## src/common/hrp_pkg.sv

```systemverilog
// package for the host register port: widths, bit positions, reset values, state codes
// assumes an 8-bit parallel host bus and a register map held by logic outside this port
package hrp_pkg;
  localparam int          ADDR_W        = 8;
  localparam int          DATA_W        = 8;
  localparam int          IRQ_N         = 8;
  localparam int          TEST_SEL_BIT  = 7;
  localparam logic [6:0]  IRQ_ACK_ADDR  = 7'h00;
  localparam logic [7:0]  ADDR_RST      = 8'h00;
  localparam logic [7:0]  DATA_RST      = 8'h00;
  localparam logic [7:0]  IRQ_RST       = 8'h00;
  localparam logic [1:0]  SYNC_RST      = 2'h3;

  typedef enum logic [1:0] {
    HRP_IDLE  = 2'b00,
    HRP_READ  = 2'b01,
    HRP_WRITE = 2'b10
  } hrp_state_e;
endpackage

```

## src/common/hrp_strobe_if.sv

```systemverilog
// strobe signals between the pin front end and the access decoder
// assumes all signals are already synchronised to core_clk
`timescale 1ns/10ps
interface hrp_strobe_if;
  logic bus_style;
  logic cs_n;
  logic rd_n_e;
  logic wr_n_rw;
  logic rd_active;
  logic wr_pulse;
  logic rd_done;

  modport decode (
    input  bus_style,
    input  cs_n,
    input  rd_n_e,
    input  wr_n_rw,
    output rd_active,
    output wr_pulse,
    output rd_done
  );
  modport core (
    output bus_style,
    output cs_n,
    output rd_n_e,
    output wr_n_rw,
    input  rd_active,
    input  wr_pulse,
    input  rd_done
  );
endinterface

```

## src/rtl/hrp_access_decode.sv

```systemverilog
// access decoder: turns synchronised strobes into read level and write / read-end pulses
// assumes strobes pass through the synchroniser in the top before arriving here
`timescale 1ns/10ps
module hrp_access_decode
  import hrp_pkg::*;
(
  input wire logic    core_clk,
  input wire logic    rst_n,
  hrp_strobe_if.decode sb
);
  hrp_state_e state_q;
  hrp_state_e state_d;
  logic       rd_req;
  logic       wr_req;

  // strobe style: enable plus rw select, or separate read and write strobes
  always_comb begin
    if (sb.bus_style) begin
      rd_req = !sb.cs_n && !sb.rd_n_e;
      wr_req = !sb.cs_n && !sb.wr_n_rw;
    end else begin
      rd_req = !sb.cs_n && sb.rd_n_e && sb.wr_n_rw;
      wr_req = !sb.cs_n && sb.rd_n_e && !sb.wr_n_rw;
    end
  end

  always_comb begin
    state_d      = state_q;
    sb.wr_pulse  = 1'b0;
    sb.rd_done   = 1'b0;
    case (state_q)
      HRP_IDLE: begin
        if (rd_req) begin
          state_d = HRP_READ;
        end else if (wr_req) begin
          state_d = HRP_WRITE;
        end
      end
      HRP_READ: begin
        if (!rd_req) begin
          state_d    = HRP_IDLE;
          sb.rd_done = 1'b1;
        end
      end
      HRP_WRITE: begin
        // strobe release is the capture point: rising write strobe or falling enable
        if (!wr_req) begin
          state_d     = HRP_IDLE;
          sb.wr_pulse = 1'b1;
        end
      end
      default: begin
        state_d = HRP_IDLE;
      end
    endcase
  end

  assign sb.rd_active = (state_q == HRP_READ);

  always_ff @(posedge core_clk or negedge rst_n) begin
    if (!rst_n) begin
      state_q <= HRP_IDLE;
    end else begin
      state_q <= state_d;
    end
  end
endmodule

```

## src/rtl/hrp_host_port.sv

```systemverilog
// host register port control: pin synchronisers, address latch, data drive, interrupt line
// assumes the register map sits on the user side and answers reads within one cycle
`timescale 1ns/10ps
module hrp_host_port
  import hrp_pkg::*;
(
  input  wire logic              core_clk,
  input  wire logic              rst_n,
  input  wire logic [ADDR_W-1:0] addr_pin,
  input  wire logic              ale_pin,
  input  wire logic              chip_sel_low,
  input  wire logic              read_strobe_low,
  input  wire logic              write_strobe_low,
  input  wire logic              bus_style_select,
  input  wire logic [DATA_W-1:0] data_in,
  output      logic [DATA_W-1:0] data_out,
  output      logic              data_oe,
  output      logic              irq_out_low_o,
  output      logic              irq_out_low_oe,
  input  wire logic [IRQ_N-1:0]  irq_event,
  output      logic [IRQ_N-1:0]  irq_pending,
  output      logic [6:0]        reg_addr,
  output      logic              test_space_select,
  output      logic              reg_wr,
  output      logic [DATA_W-1:0] reg_wr_data,
  output      logic              reg_rd,
  input  wire logic [DATA_W-1:0] reg_rd_data
);
  // two-stage synchronisers, three stages on data: each stage feeds only the next
  logic [ADDR_W-1:0] addr_s1_q;
  logic [ADDR_W-1:0] addr_s2_q;
  logic [DATA_W-1:0] data_s1_q;
  logic [DATA_W-1:0] data_s2_q;
  logic [DATA_W-1:0] data_s3_q;
  logic [1:0]        ale_q;
  logic [1:0]        cs_q;
  logic [1:0]        rd_q;
  logic [1:0]        wr_q;
  logic [1:0]        style_q;
  logic [1:0]        ale_d;
  logic [1:0]        cs_d;
  logic [1:0]        rd_d;
  logic [1:0]        wr_d;
  logic [1:0]        style_d;

  // latch, data and interrupt state
  logic [ADDR_W-1:0] addr_lat_q;
  logic [ADDR_W-1:0] addr_lat_d;
  logic [DATA_W-1:0] dout_q;
  logic [DATA_W-1:0] dout_d;
  logic              doe_q;
  logic              doe_d;
  logic [DATA_W-1:0] wdata_q;
  logic [DATA_W-1:0] wdata_d;
  logic              wr_q1;
  logic              wr_d1;
  logic              rd_q1;
  logic              rd_d1;
  logic [IRQ_N-1:0]  pend_q;
  logic [IRQ_N-1:0]  pend_d;
  logic              irq_q;
  logic              irq_d;
  logic              ack;

  hrp_strobe_if sb ();

  function automatic logic is_ack_access(input logic [ADDR_W-1:0] a);
    is_ack_access = !a[TEST_SEL_BIT] && (a[6:0] == IRQ_ACK_ADDR);
  endfunction

  // strobe synchroniser next values: stage one feeds only stage two
  always_comb begin
    ale_d   = {ale_q[0], ale_pin};
    cs_d    = {cs_q[0], chip_sel_low};
    rd_d    = {rd_q[0], read_strobe_low};
    wr_d    = {wr_q[0], write_strobe_low};
    style_d = {style_q[0], bus_style_select};
  end

  // address and data are sampled bit by bit, so the host must hold them steady
  // across the synchroniser delay; a moving bus could land as a mixed word
  always_ff @(posedge core_clk or negedge rst_n) begin
    if (!rst_n) begin
      addr_s1_q <= ADDR_RST;
      addr_s2_q <= ADDR_RST;
      data_s1_q <= DATA_RST;
      data_s2_q <= DATA_RST;
      data_s3_q <= DATA_RST;
    end else begin
      addr_s1_q <= addr_pin;
      addr_s2_q <= addr_s1_q;
      data_s1_q <= data_in;
      data_s2_q <= data_s1_q;
      data_s3_q <= data_s2_q;
    end
  end

  // strobes reset to their idle high level, so leaving reset shows no access
  always_ff @(posedge core_clk or negedge rst_n) begin
    if (!rst_n) begin
      ale_q   <= SYNC_RST;
      cs_q    <= SYNC_RST;
      rd_q    <= SYNC_RST;
      wr_q    <= SYNC_RST;
      style_q <= SYNC_RST;
    end else begin
      ale_q   <= ale_d;
      cs_q    <= cs_d;
      rd_q    <= rd_d;
      wr_q    <= wr_d;
      style_q <= style_d;
    end
  end

  assign sb.bus_style = style_q[1];
  assign sb.cs_n      = cs_q[1];
  assign sb.rd_n_e    = rd_q[1];
  assign sb.wr_n_rw   = wr_q[1];

  hrp_access_decode u_decode (
    .core_clk (core_clk),
    .rst_n    (rst_n),
    .sb       (sb)
  );

  // the host keeps chip select low across the access, so a release ends it cleanly
  assign ack = sb.rd_done && is_ack_access(addr_lat_q);

  // address latch group
  always_comb begin
    // transparent while latch enable high, holding while low
    addr_lat_d = ale_q[1] ? addr_s2_q : addr_lat_q;
  end

  always_ff @(posedge core_clk or negedge rst_n) begin
    if (!rst_n) begin
      addr_lat_q <= ADDR_RST;
    end else begin
      addr_lat_q <= addr_lat_d;
    end
  end

  // read group: pin drive, read data and the read-start pulse
  always_comb begin
    doe_d  = sb.rd_active;
    dout_d = sb.rd_active ? reg_rd_data : dout_q;
    // doe_q is rd_active one cycle late, so the pulse fires once per access
    rd_d1  = sb.rd_active && !doe_q;
  end

  always_ff @(posedge core_clk or negedge rst_n) begin
    if (!rst_n) begin
      doe_q  <= 1'b0;
      dout_q <= DATA_RST;
      rd_q1  <= 1'b0;
    end else begin
      doe_q  <= doe_d;
      dout_q <= dout_d;
      rd_q1  <= rd_d1;
    end
  end

  // write group
  always_comb begin
    // data a cycle older than the strobe release, still stable within the access
    wdata_d = sb.wr_pulse ? data_s3_q : wdata_q;
    wr_d1   = sb.wr_pulse;
  end

  always_ff @(posedge core_clk or negedge rst_n) begin
    if (!rst_n) begin
      wdata_q <= DATA_RST;
      wr_q1   <= 1'b0;
    end else begin
      wdata_q <= wdata_d;
      wr_q1   <= wr_d1;
    end
  end

  // interrupt group
  always_comb begin
    // a new event in the acknowledge cycle is kept: set wins over clear
    pend_d = (ack ? IRQ_RST : pend_q) | irq_event;
    irq_d  = |pend_d;
  end

  always_ff @(posedge core_clk or negedge rst_n) begin
    if (!rst_n) begin
      pend_q <= IRQ_RST;
      irq_q  <= 1'b0;
    end else begin
      pend_q <= pend_d;
      irq_q  <= irq_d;
    end
  end

  assign reg_addr          = addr_lat_q[6:0];
  assign test_space_select = addr_lat_q[TEST_SEL_BIT];
  assign reg_wr            = wr_q1;
  assign reg_wr_data       = wdata_q;
  assign reg_rd            = rd_q1;
  assign data_out          = dout_q;
  assign data_oe           = doe_q;
  assign irq_pending       = pend_q;
  // open drain: drive a constant low only while pending, release otherwise
  assign irq_out_low_o     = 1'b0;
  assign irq_out_low_oe    = irq_q;
endmodule

```

## config.mk

```make
export PLATFORM = sky130hd
export DESIGN_NAME = hrp_host_port
export DESIGN_NICKNAME = d
export VERILOG_FILES = /design/src/common/hrp_pkg.sv /design/src/common/hrp_strobe_if.sv /design/src/rtl/hrp_access_decode.sv /design/src/rtl/hrp_host_port.sv
export SDC_FILE = /design/constraint.sdc
export NUM_CORES = 1
export LEC_CHECK = 0
export BUFFER_PORTS_ARGS = -buffer_cell sky130_fd_sc_hd__buf_2
export CAP_MARGIN = 20
export CORE_MARGIN = 1
export CORE_UTILIZATION = 46
export CTS_CLUSTER_SIZE = 24
export DETAILED_ROUTE_END_ITERATION = 6
export GPL_TIMING_DRIVEN = 0
export PLACE_DENSITY = 0.74
export SYNTH_ARGS = -nofsm -noshare
export SYNTH_HDL_FRONTEND = slang
export SYNTH_SLANG_ARGS = --single-unit
export TNS_END_PERCENT = 100
```

## constraint.sdc

```tcl
create_clock -name core_clk -period 1.52 [get_ports core_clk]
set_input_delay 0.228 -clock core_clk [delete_from_list [all_inputs] [get_ports core_clk]]
set_output_delay 0.228 -clock core_clk [all_outputs]
set_load 0.01 [all_outputs]
```

==> results of run 1 <==
[cell type report]
type / count / area share
multi-input cells: 61 / 0.1361
well taps: 72 / 0.02390
plain buffers: 4 / 0.007302
flip-flops and latches: 88 / 0.5878
clock buffers: 11 / 0.03750
repair buffers: 98 / 0.1699
clock inverters: 5 / 0.02755
inverters: 10 / 0.009957
[worst max-delay path, stage by stage, from the launching register on]
cell and delay (ns):
dfstp_2 0.57, nor2_2 0.05, o311ai_4 0.28, buf_12 0.17, mux2_2 0.33
[synth_stat cells]
| cell | instances | area [µm²] |
|---|---|---|
| a21oi_1 | 1 | 5.000 |
| a21oi_2 | 1 | 8.760 |
| a31oi_1 | 9 | 56.30 |
| and3_1 | 1 | 6.260 |
| and4bb_2 | 1 | 12.51 |
| buf_2 | 2 | 10.01 |
| buf_4 | 1 | 7.510 |
| clkbuf_1 | 1 | 3.750 |
| conb_1 | 1 | 3.750 |
| dfrtp_1 | 78 | 1952 |
| dfstp_2 | 10 | 262.8 |
| inv_1 | 10 | 37.54 |
| mux2_2 | 24 | 270.3 |
| nor2_1 | 12 | 45.04 |
| nor2b_1 | 1 | 6.260 |
| nor3_1 | 1 | 5.000 |
| nor4_1 | 4 | 25.02 |
| o311ai_4 | 1 | 26.28 |
| or4_1 | 4 | 30.03 |
[logic make-up after synthesis]
family	after synthesis	share of synthesized area
buffers and inverters	14	0.02120
other	1	0.001352
flip-flops	88	0.7984
multiplexers	24	0.09743
AND/OR/NAND/NOR	24	0.04691
AO/OA/AOI/OAI	12	0.03473
[routing by layer]
metal / global-route usage / wire, µm / vias up
met5: 0 / 0 / -
met4: 0.08182 / 99 / 0
met3: 0.05371 / 272 / 9
met2: 0.2650 / 2301 / 57
met1: 0.1967 / 1908 / 805
li1: - / - / 773
[power by group]
part	total [mW]	internal [mW]	switching, mW
sequential	2.66	2.56	0.0987
combinational	0.554	0.303	0.252
clock	1.89	1.14	0.757
[flip-flops by register name, summed over array words and instances, names as in the netlist, 2 cells and up]
register	count
addr_lat_q	8
addr_s1_q	8
addr_s2_q	8
data_out	8
data_s1_q	8
data_s2_q	8
data_s3_q	8
irq_pending	8
reg_wr_data	8
ale_q	2
cs_q	2
rd_q	2
style_q	2
u_decode.state_q	2
wr_q	2
[metrics by stage]
step / hold slack [ns] / setup WS [ns] / cells / TNS, ns / total power, mW
after floorplan: -0.06759 / 0.05394 / 163 / 0 / 2.914
after global placement: 0.3321 / -0.4242 / 309 / -33.78 / 3.165
after detailed placement: 0.2438 / -0.1089 / 310 / -0.7261 / 3.202
after CTS: 0.09787 / 0.007199 / 349 / 0 / 5.162
after global routing: 0.09949 / -0.02696 / 349 / -0.1997 / 5.337
final: 0.1143 / 0.004537 / 349 / 0 / 5.104
[final timing paths]
kind,start,end,slack [ns],depth (start not counted)
max,style_q[1]$_DFF_PN1_,reg_wr_data[0]$_DFFE_PN0P_,0.005,4
min,reg_rd_data[4],data_out[4]$_DFFE_PN0P_,0.11,2
max reg2reg,style_q[1]$_DFF_PN1_,reg_wr_data[0]$_DFFE_PN0P_,0.005,4
min reg2reg,addr_s1_q[1]$_DFF_PN0_,addr_s2_q[1]$_DFF_PN0_,0.34,0
max in group asynchronous,rst_n,ale_q[0]$_DFF_PN1_,0.45,3
min in group asynchronous,rst_n,data_s1_q[6]$_DFF_PN0_,0.42,2
[repair_timing]
item	in CTS	in global routing
endpoints found under the hold margin	61	0
hold buffers	22	0
buffers inserted	1	0
pin swaps	1	0
gates cloned	0	0
resized for setup	2	6
setup endpoints to repair	8	17
==> reports/results.ini, run 1 <==
[outcome]
outcome=complete, no violations

[drt]
first_pass_iters=4
ant_nets=0
drc=0
drtIter0Drc=47
vias=1644
wire_per_inst_um=13.13
viasPerCell=4.711
routed_wl_mm=4.582

[power]
peakVddDrop_mv=1.134
p_leak_nw=1.752
power_density_nw_per_um2=1354

[synthesis]
netlist_instances=163
yosysUniqueCellTypes=19
yosys_register_bits=88
synthesis.nets=202
yosysWarningCount=0
syn_area_um2=2774
synth.yosys.seq_area_share=0.7984
syn_area_per_cell_um2=17.02

[floorplan]
io-pin-count=76
coreArea_um2=5642
die_height_um=79.66
start_util=0.4917
row_count=27
dieWidth_um=79.66
die_area_um2=6345

[layout]
diodes=0
fin_nets=311
drive_gt1_frac=0.4838
mostFrequentLayoutCells=dfrtp_1 (77), buf_2 (74), mux2_2 (22), dlygate4sd3_1 (22), nor2_1 (11)
ff_latch_area_um2=2216
multi_input_area_um2=513.0
fin_area_um2=3770
area_growth_pct=35.90
fin_util=0.6682
fillers=415
final_common_cell=dfrtp_1

[sta]
fin_crit_sh=0.9970
skew_ns=0.01165
period_minus_slack_ns=1.515
tightest_slew_ns=0.5272
max_freq_ghz=0.6599
setup_violations=0
rsz0062_at_grt=true
maxSlewViolCount=0
relSlewSlack=0.6485
finalHoldViolCount=0

[critical_path]
worstSetupPathType=flip-flop to flip-flop
start_kind=flip-flop
arrival_ns=1.75
cp-end-kind=flip-flop
cp_max_fo=9
crit_required_ns=1.75

[clock_tree]
clk_latency_ns=0.34
htree_levels=3
clkTransAtPathRegs_ns=0.08
clk_path_buf_depth=2
cts_inserted_buffers=9
clock-sinks=88
cts_root_buf=clkbuf_8
cts_tree=yes

[global_route]
grtUsageTotal=0.1639
grt_pass1_vias=1680
antenna_found_initial=0
grt_pass1_wl_mm=7.521
grt_max_degree=49
gr-total-overflow=0

[placed_design]
hpwl_mm=2.970
gp_congestion=0.6962
numPortBuffers=74
place_area_um2=3264

[run]
maxCapViolCount=0

[hold_path]
min_path_type=input port to flip-flop

No activity file was read; power rests on OpenSTA's default activity.
==> run 2, diff against run 1 <==
--- a/config.mk
+++ b/config.mk
@@ -15,2 +15,3 @@
 export PLACE_DENSITY = 0.74
+export SLEW_MARGIN = 20
 export SYNTH_ARGS = -nofsm -noshare
--- a/constraint.sdc
+++ b/constraint.sdc
@@ -3,2 +3,2 @@
 set_output_delay 0.228 -clock core_clk [all_outputs]
-set_load 0.01 [all_outputs]
+set_load 0.05 [all_outputs]
==> reports/results.ini, run 2 (same netlist as run 1, synthesis figures left out) <==
[critical_path]
worstSetupPathType=flip-flop to flip-flop
cp_max_fo=9
arrival_ns=1.75
start_kind=flip-flop
cp-end-kind=flip-flop
rrSetupSlack_ns=-0.007
worstRegToRegCells=4
rr_startpoint=style_q[1]$_DFF_PN1_
crit_chain=nor2_2 > o311ai_4 > buf_12 > mux2_2
r2r_end=reg_wr_data[7]$_DFFE_PN0P_
slowest_delay_ns=0.57
crit_required_ns=1.75
cp_slowest_cell=dfstp_2

[layout]
final_common_cell=dfrtp_1
fillers=400
fin_util=0.6653
drive_gt1_frac=0.4801
fin_nets=311
diodes=0
area_growth_pct=35.32
mostFrequentLayoutCells=dfrtp_1 (77), buf_2 (74), dlygate4sd3_1 (22)

[floorplan]
coreArea_um2=5642
dieWidth_um=79.66
start_util=0.4917
die_area_um2=6345
die_height_um=79.66
io-pin-count=76
row_count=27

[drt]
drtIter0Drc=40
drc=0
wl_met3_um=275
ant_nets=0
first_pass_iters=4
maxUsedRoutingLayer=met4
viasPerCell=4.587
routed_wl_mm=4.503
route.met2.wl_mm=2.200
vias=1601
wire_per_inst_um=12.90
wl_met1_mm=1.946

[global_route]
gr-total-overflow=0
grt_pass1_vias=1656
grt_pass1_wl_mm=7.155
grt_max_degree=58
antenna_found_initial=0
grtUsageTotal=0.1565

[sta]
fin_crit_sh=1.004
finalHoldViolCount=0
rsz0062_at_grt=true
skew_ns=0.008486
tns_ns=-0.01359
period_minus_slack_ns=1.527
setup_ws_ns=-0.006836
setup_violations=4
max_freq_ghz=0.6549
maxSlewViolCount=0

[power]
peakVddDrop_mv=0.9877
power_density_nw_per_um2=1448
p_leak_nw=1.746

[run]
maxCapViolCount=0

[clock_tree]
cts_root_buf=clkbuf_8
cts_tree=yes
clock-sinks=88
htree_levels=3
clk_path_buf_depth=2
clk_latency_ns=0.34
cts_inserted_buffers=9
clkTransAtPathRegs_ns=0.08

[placed_design]
gp_congestion=0.6857
hpwl_mm=2.886
numPortBuffers=74

[outcome]
violations=setup timing
outcome=complete, but fails checks

[hold_path]
min_from=reg_rd_data[6]
min_path_cells=2
min_to=data_out[6]$_DFFE_PN0P_
min_path_type=input port to flip-flop

==> run 2: cell count changes in the layout (fill, tap and decap cells not counted) <==
| cell | delta |
|---|---|
| buf_6 | -1 |
| mux2_4 | +1 |
| nor2b_1 | +1 |
| nor2b_2 | -1 |
| clkinv_2 | -1 |
| clkinvlp_4 | +1 |
| bufinv_16 | -1 |
| mux2_2 | -1 |
| clkbuf_8 | +1 |
| clkbuf_4 | +1 |
==> run 2: what timing repair did <==
item | in CTS | in global routing
setup endpoints to repair | 8 | 17
gates resized for setup | 3 | 2
pin swaps | 1 | 0
cloned | 0 | 0
hold endpoints to repair | 52 | 0
setup buffers | 1 | 0
hold buffers | 22 | 0
==> run 2: layout make-up <==
cell class | instances | area [µm²] | share of cell area
clock inverters | 4 | 76.32 | 0.02033
inverters | 10 | 37.54 | 0.01000
plain buffers | 4 | 23.77 | 0.006333
multi-input cells | 61 | 514.2 | 0.1370
clock buffers | 12 | 155.1 | 0.04133
repair buffers | 98 | 640.6 | 0.1707
flip-flops and latches | 88 | 2216 | 0.5903
well taps | 72 | 90.09 | 0.02400
==> run 2: per-stage QoR <==
| step | cell area (µm²) | setup WS [ns] | std cells | hold WS, ns | total power [mW] |
|---|---|---|---|---|---|
| after floorplan | 2775 | 0.01273 | 163 | -0.06759 | 3.340 |
| after global placement | 3236 | -0.5675 | 309 | 0.3320 | 3.601 |
| after detailed placement | 3266 | -0.1287 | 310 | 0.1917 | 3.636 |
| after CTS | 3747 | 0.00006373 | 349 | 0.09798 | 5.492 |
| after global routing | 3754 | -0.04506 | 349 | 0.09607 | 5.629 |
| final | 3754 | -0.006836 | 349 | 0.1153 | 5.434 |
==> run 2: worst max-delay path, delay by kind of cell (launching register included) <==
family | cells | cell delay [ns]
and+or+nand+nor | 1 | 0.05
DFF | 1 | 0.57
muxes | 1 | 0.33
AOI/OAI and AO/OA | 1 | 0.29
buffers and inverters | 1 | 0.18
==> run 2: report_power, final <==
group	switching (mW)	internal [mW]	leakage (nW)
combinational	0.687	0.308	0.632
sequential	0.0967	2.56	1.00
clock	0.767	1.02	0.113
total	1.55	3.88	1.75
==> run 2: worst max path at each step <==
stage | end | slack, ns | startpoint
6_report | reg_wr_data[7]$_DFFE_PN0P_ | -0.007 | style_q[1]$_DFF_PN1_
5_1_grt | reg_wr_data[7]$_DFFE_PN0P_ | -0.05 | style_q[1]$_DFF_PN1_
4_1_cts | reg_wr_data[7]$_DFFE_PN0P_ | 0.00006 | style_q[1]$_DFF_PN1_
3_5_place_dp | reg_wr_data[6]$_DFFE_PN0P_ | -0.13 | style_q[1]$_DFF_PN1_
3_3_place_gp | irq_pending[0]$_DFF_PN0_ | -0.57 | rst_n
2_1_floorplan | irq_out_low_oe$_DFF_PN0_ | 0.01 | irq_pending[1]$_DFF_PN0_
==> run 2: per-layer routing <==
layer,global-route usage,vias up
li1,-,767
met4,0.08182,0
met1,0.1789,772
met3,0.05143,7
met2,0.2607,55
met5,0,-
==> run 3, diff against run 2 <==
CTS_BUF_LIST = sky130_fd_sc_hd__clkbuf_16   (was not set)
==> reports/results.ini, run 3 (same netlist as run 1, synthesis figures left out) <==
[outcome]
outcome=complete, no violations

[floorplan]
die_area_um2=6345
start_util=0.4917
io-pin-count=76
die_height_um=79.66
dieWidth_um=79.66
coreArea_um2=5642
row_count=27

[placed_design]
numPortBuffers=74
place_area_um2=3266
dp_slack_ns=-0.1287
placed_cells=310
hpwl_mm=2.886
gp_congestion=0.6857

[sta]
skew_ns=0.004527
fin_crit_sh=0.9875
rsz0062_at_grt=true
finalHoldViolCount=0
setup_violations=0
maxSlewViolCount=0
setup_ws_ns=0.01903
period_minus_slack_ns=1.501
hold_slack_ns=0.01215
max_freq_ghz=0.6662
tns_ns=0

[global_route]
grt_max_degree=58
gr-total-overflow=0
grt_pass1_wl_mm=7.031
grtUsageTotal=0.1524
grtUsageMet1=0.1802
grtUsageMet3=0.04686
antenna_found_initial=0
met2_usage=0.2564
gr-max-usage-layer=met2
grt_pass1_vias=1556

[layout]
fin_area_um2=3764
fin_nets=302
fin_util=0.6671
final_common_cell=dfrtp_1
fillers=394
drive_gt1_frac=0.4888
fin_cells=340
area_growth_pct=35.68
diodes=0
mostFrequentLayoutCells=dfrtp_1 (77), buf_2 (74), mux2_2 (16)

[critical_path]
cp-end-kind=flip-flop
crit_required_ns=1.72
worstSetupPathType=flip-flop to flip-flop
start_kind=flip-flop
arrival_ns=1.70
cp_max_fo=9

[clock_tree]
clock-sinks=88
cts_inserted_buffers=9
cts_root_buf=clkbuf_16
htree_levels=3
clk_path_buf_depth=2
clkTransAtPathRegs_ns=0.06
cts_tree=yes
clk_latency_ns=0.32

[power]
p_sw_mw=1.599
comb_power_share=0.170
p_int_mw=4.298
power_switching_share=0.2711
p_leak_nw=1.772
peakVddDrop_mv=1.044
power_frac_seq=0.451
power_density_nw_per_um2=1567
total_power_mw=5.897
pwr-share-clk=0.379

[drt]
vias=1569
drtIter0Drc=12
viasPerCell=4.615
drc=0
ant_nets=0
first_pass_iters=4
routed_wl_mm=4.459
wire_per_inst_um=13.11

[hold_path]
min_path_type=input port to flip-flop

[run]
maxCapViolCount=0

[run 3: cell type report]
cell class                      instances  area [µm²]  share of cell area
Clock inverter                          7       87.58             0.02327
Tap cell                               72       90.09             0.02394
Buffer                                  4       23.77            0.006316
Timing Repair Buffer                   89       550.5              0.1463
Multi-Input combinational cell         61       533.0              0.1416
Inverter                               10       37.54            0.009973
Clock buffer                            9       225.2             0.05984
Sequential cell                        88        2216              0.5888
[run 3: path summary, 6_finish.rpt]
kind	startpoint	cells past startpoint	slack, ns	end
min in group asynchronous	rst_n	2	0.40	data_out[0]$_DFFE_PN0P_
setup / recovery	style_q[1]$_DFF_PN1_	4	0.02	reg_wr_data[6]$_DFFE_PN0P_
hold reg to reg	addr_s1_q[3]$_DFF_PN0_	0	0.35	addr_s2_q[3]$_DFF_PN0_
max in group asynchronous	rst_n	3	0.47	ale_q[0]$_DFF_PN1_
setup reg to reg	style_q[1]$_DFF_PN1_	4	0.02	reg_wr_data[6]$_DFFE_PN0P_
hold / removal	addr_pin[2]	1	0.01	addr_s1_q[2]$_DFF_PN0_
[run 3: critical path, stage by stage, from the launching register on]
cell      delay [ns]
dfstp_2         0.56
nor2_2          0.05
o311ai_4        0.28
buf_12          0.18
mux2_4          0.31
[run 3: timing repair]
item,in CTS,in global routing
hold endpoints to repair,41,2
hold buffers,11,2
pin swaps,1,0
gates resized for setup,2,8
setup buffers,1,0
endpoints found under the setup margin,8,16
[run 3: per-layer routing]
| metal | up-vias | routed length [µm] |
|---|---|---|
| met5 | - | 0 |
| met1 | 753 | 1957 |
| met3 | 5 | 239 |
| met4 | 0 | 70 |
| li1 | 755 | - |
| met2 | 56 | 2192 |
[run 3: power by group through the flow]
stage / combinational, mW / clock, mW / sequential (mW)
4_1_cts: 0.973 / 2.30 / 2.66
5_1_grt: 1.05 / 2.37 / 2.68
3_5_place_dp: 0.939 / 0 / 2.70
3_3_place_gp: 0.916 / 0 / 2.69
2_1_floorplan: 0.164 / 0 / 3.18
6_report: 1.00 / 2.24 / 2.66
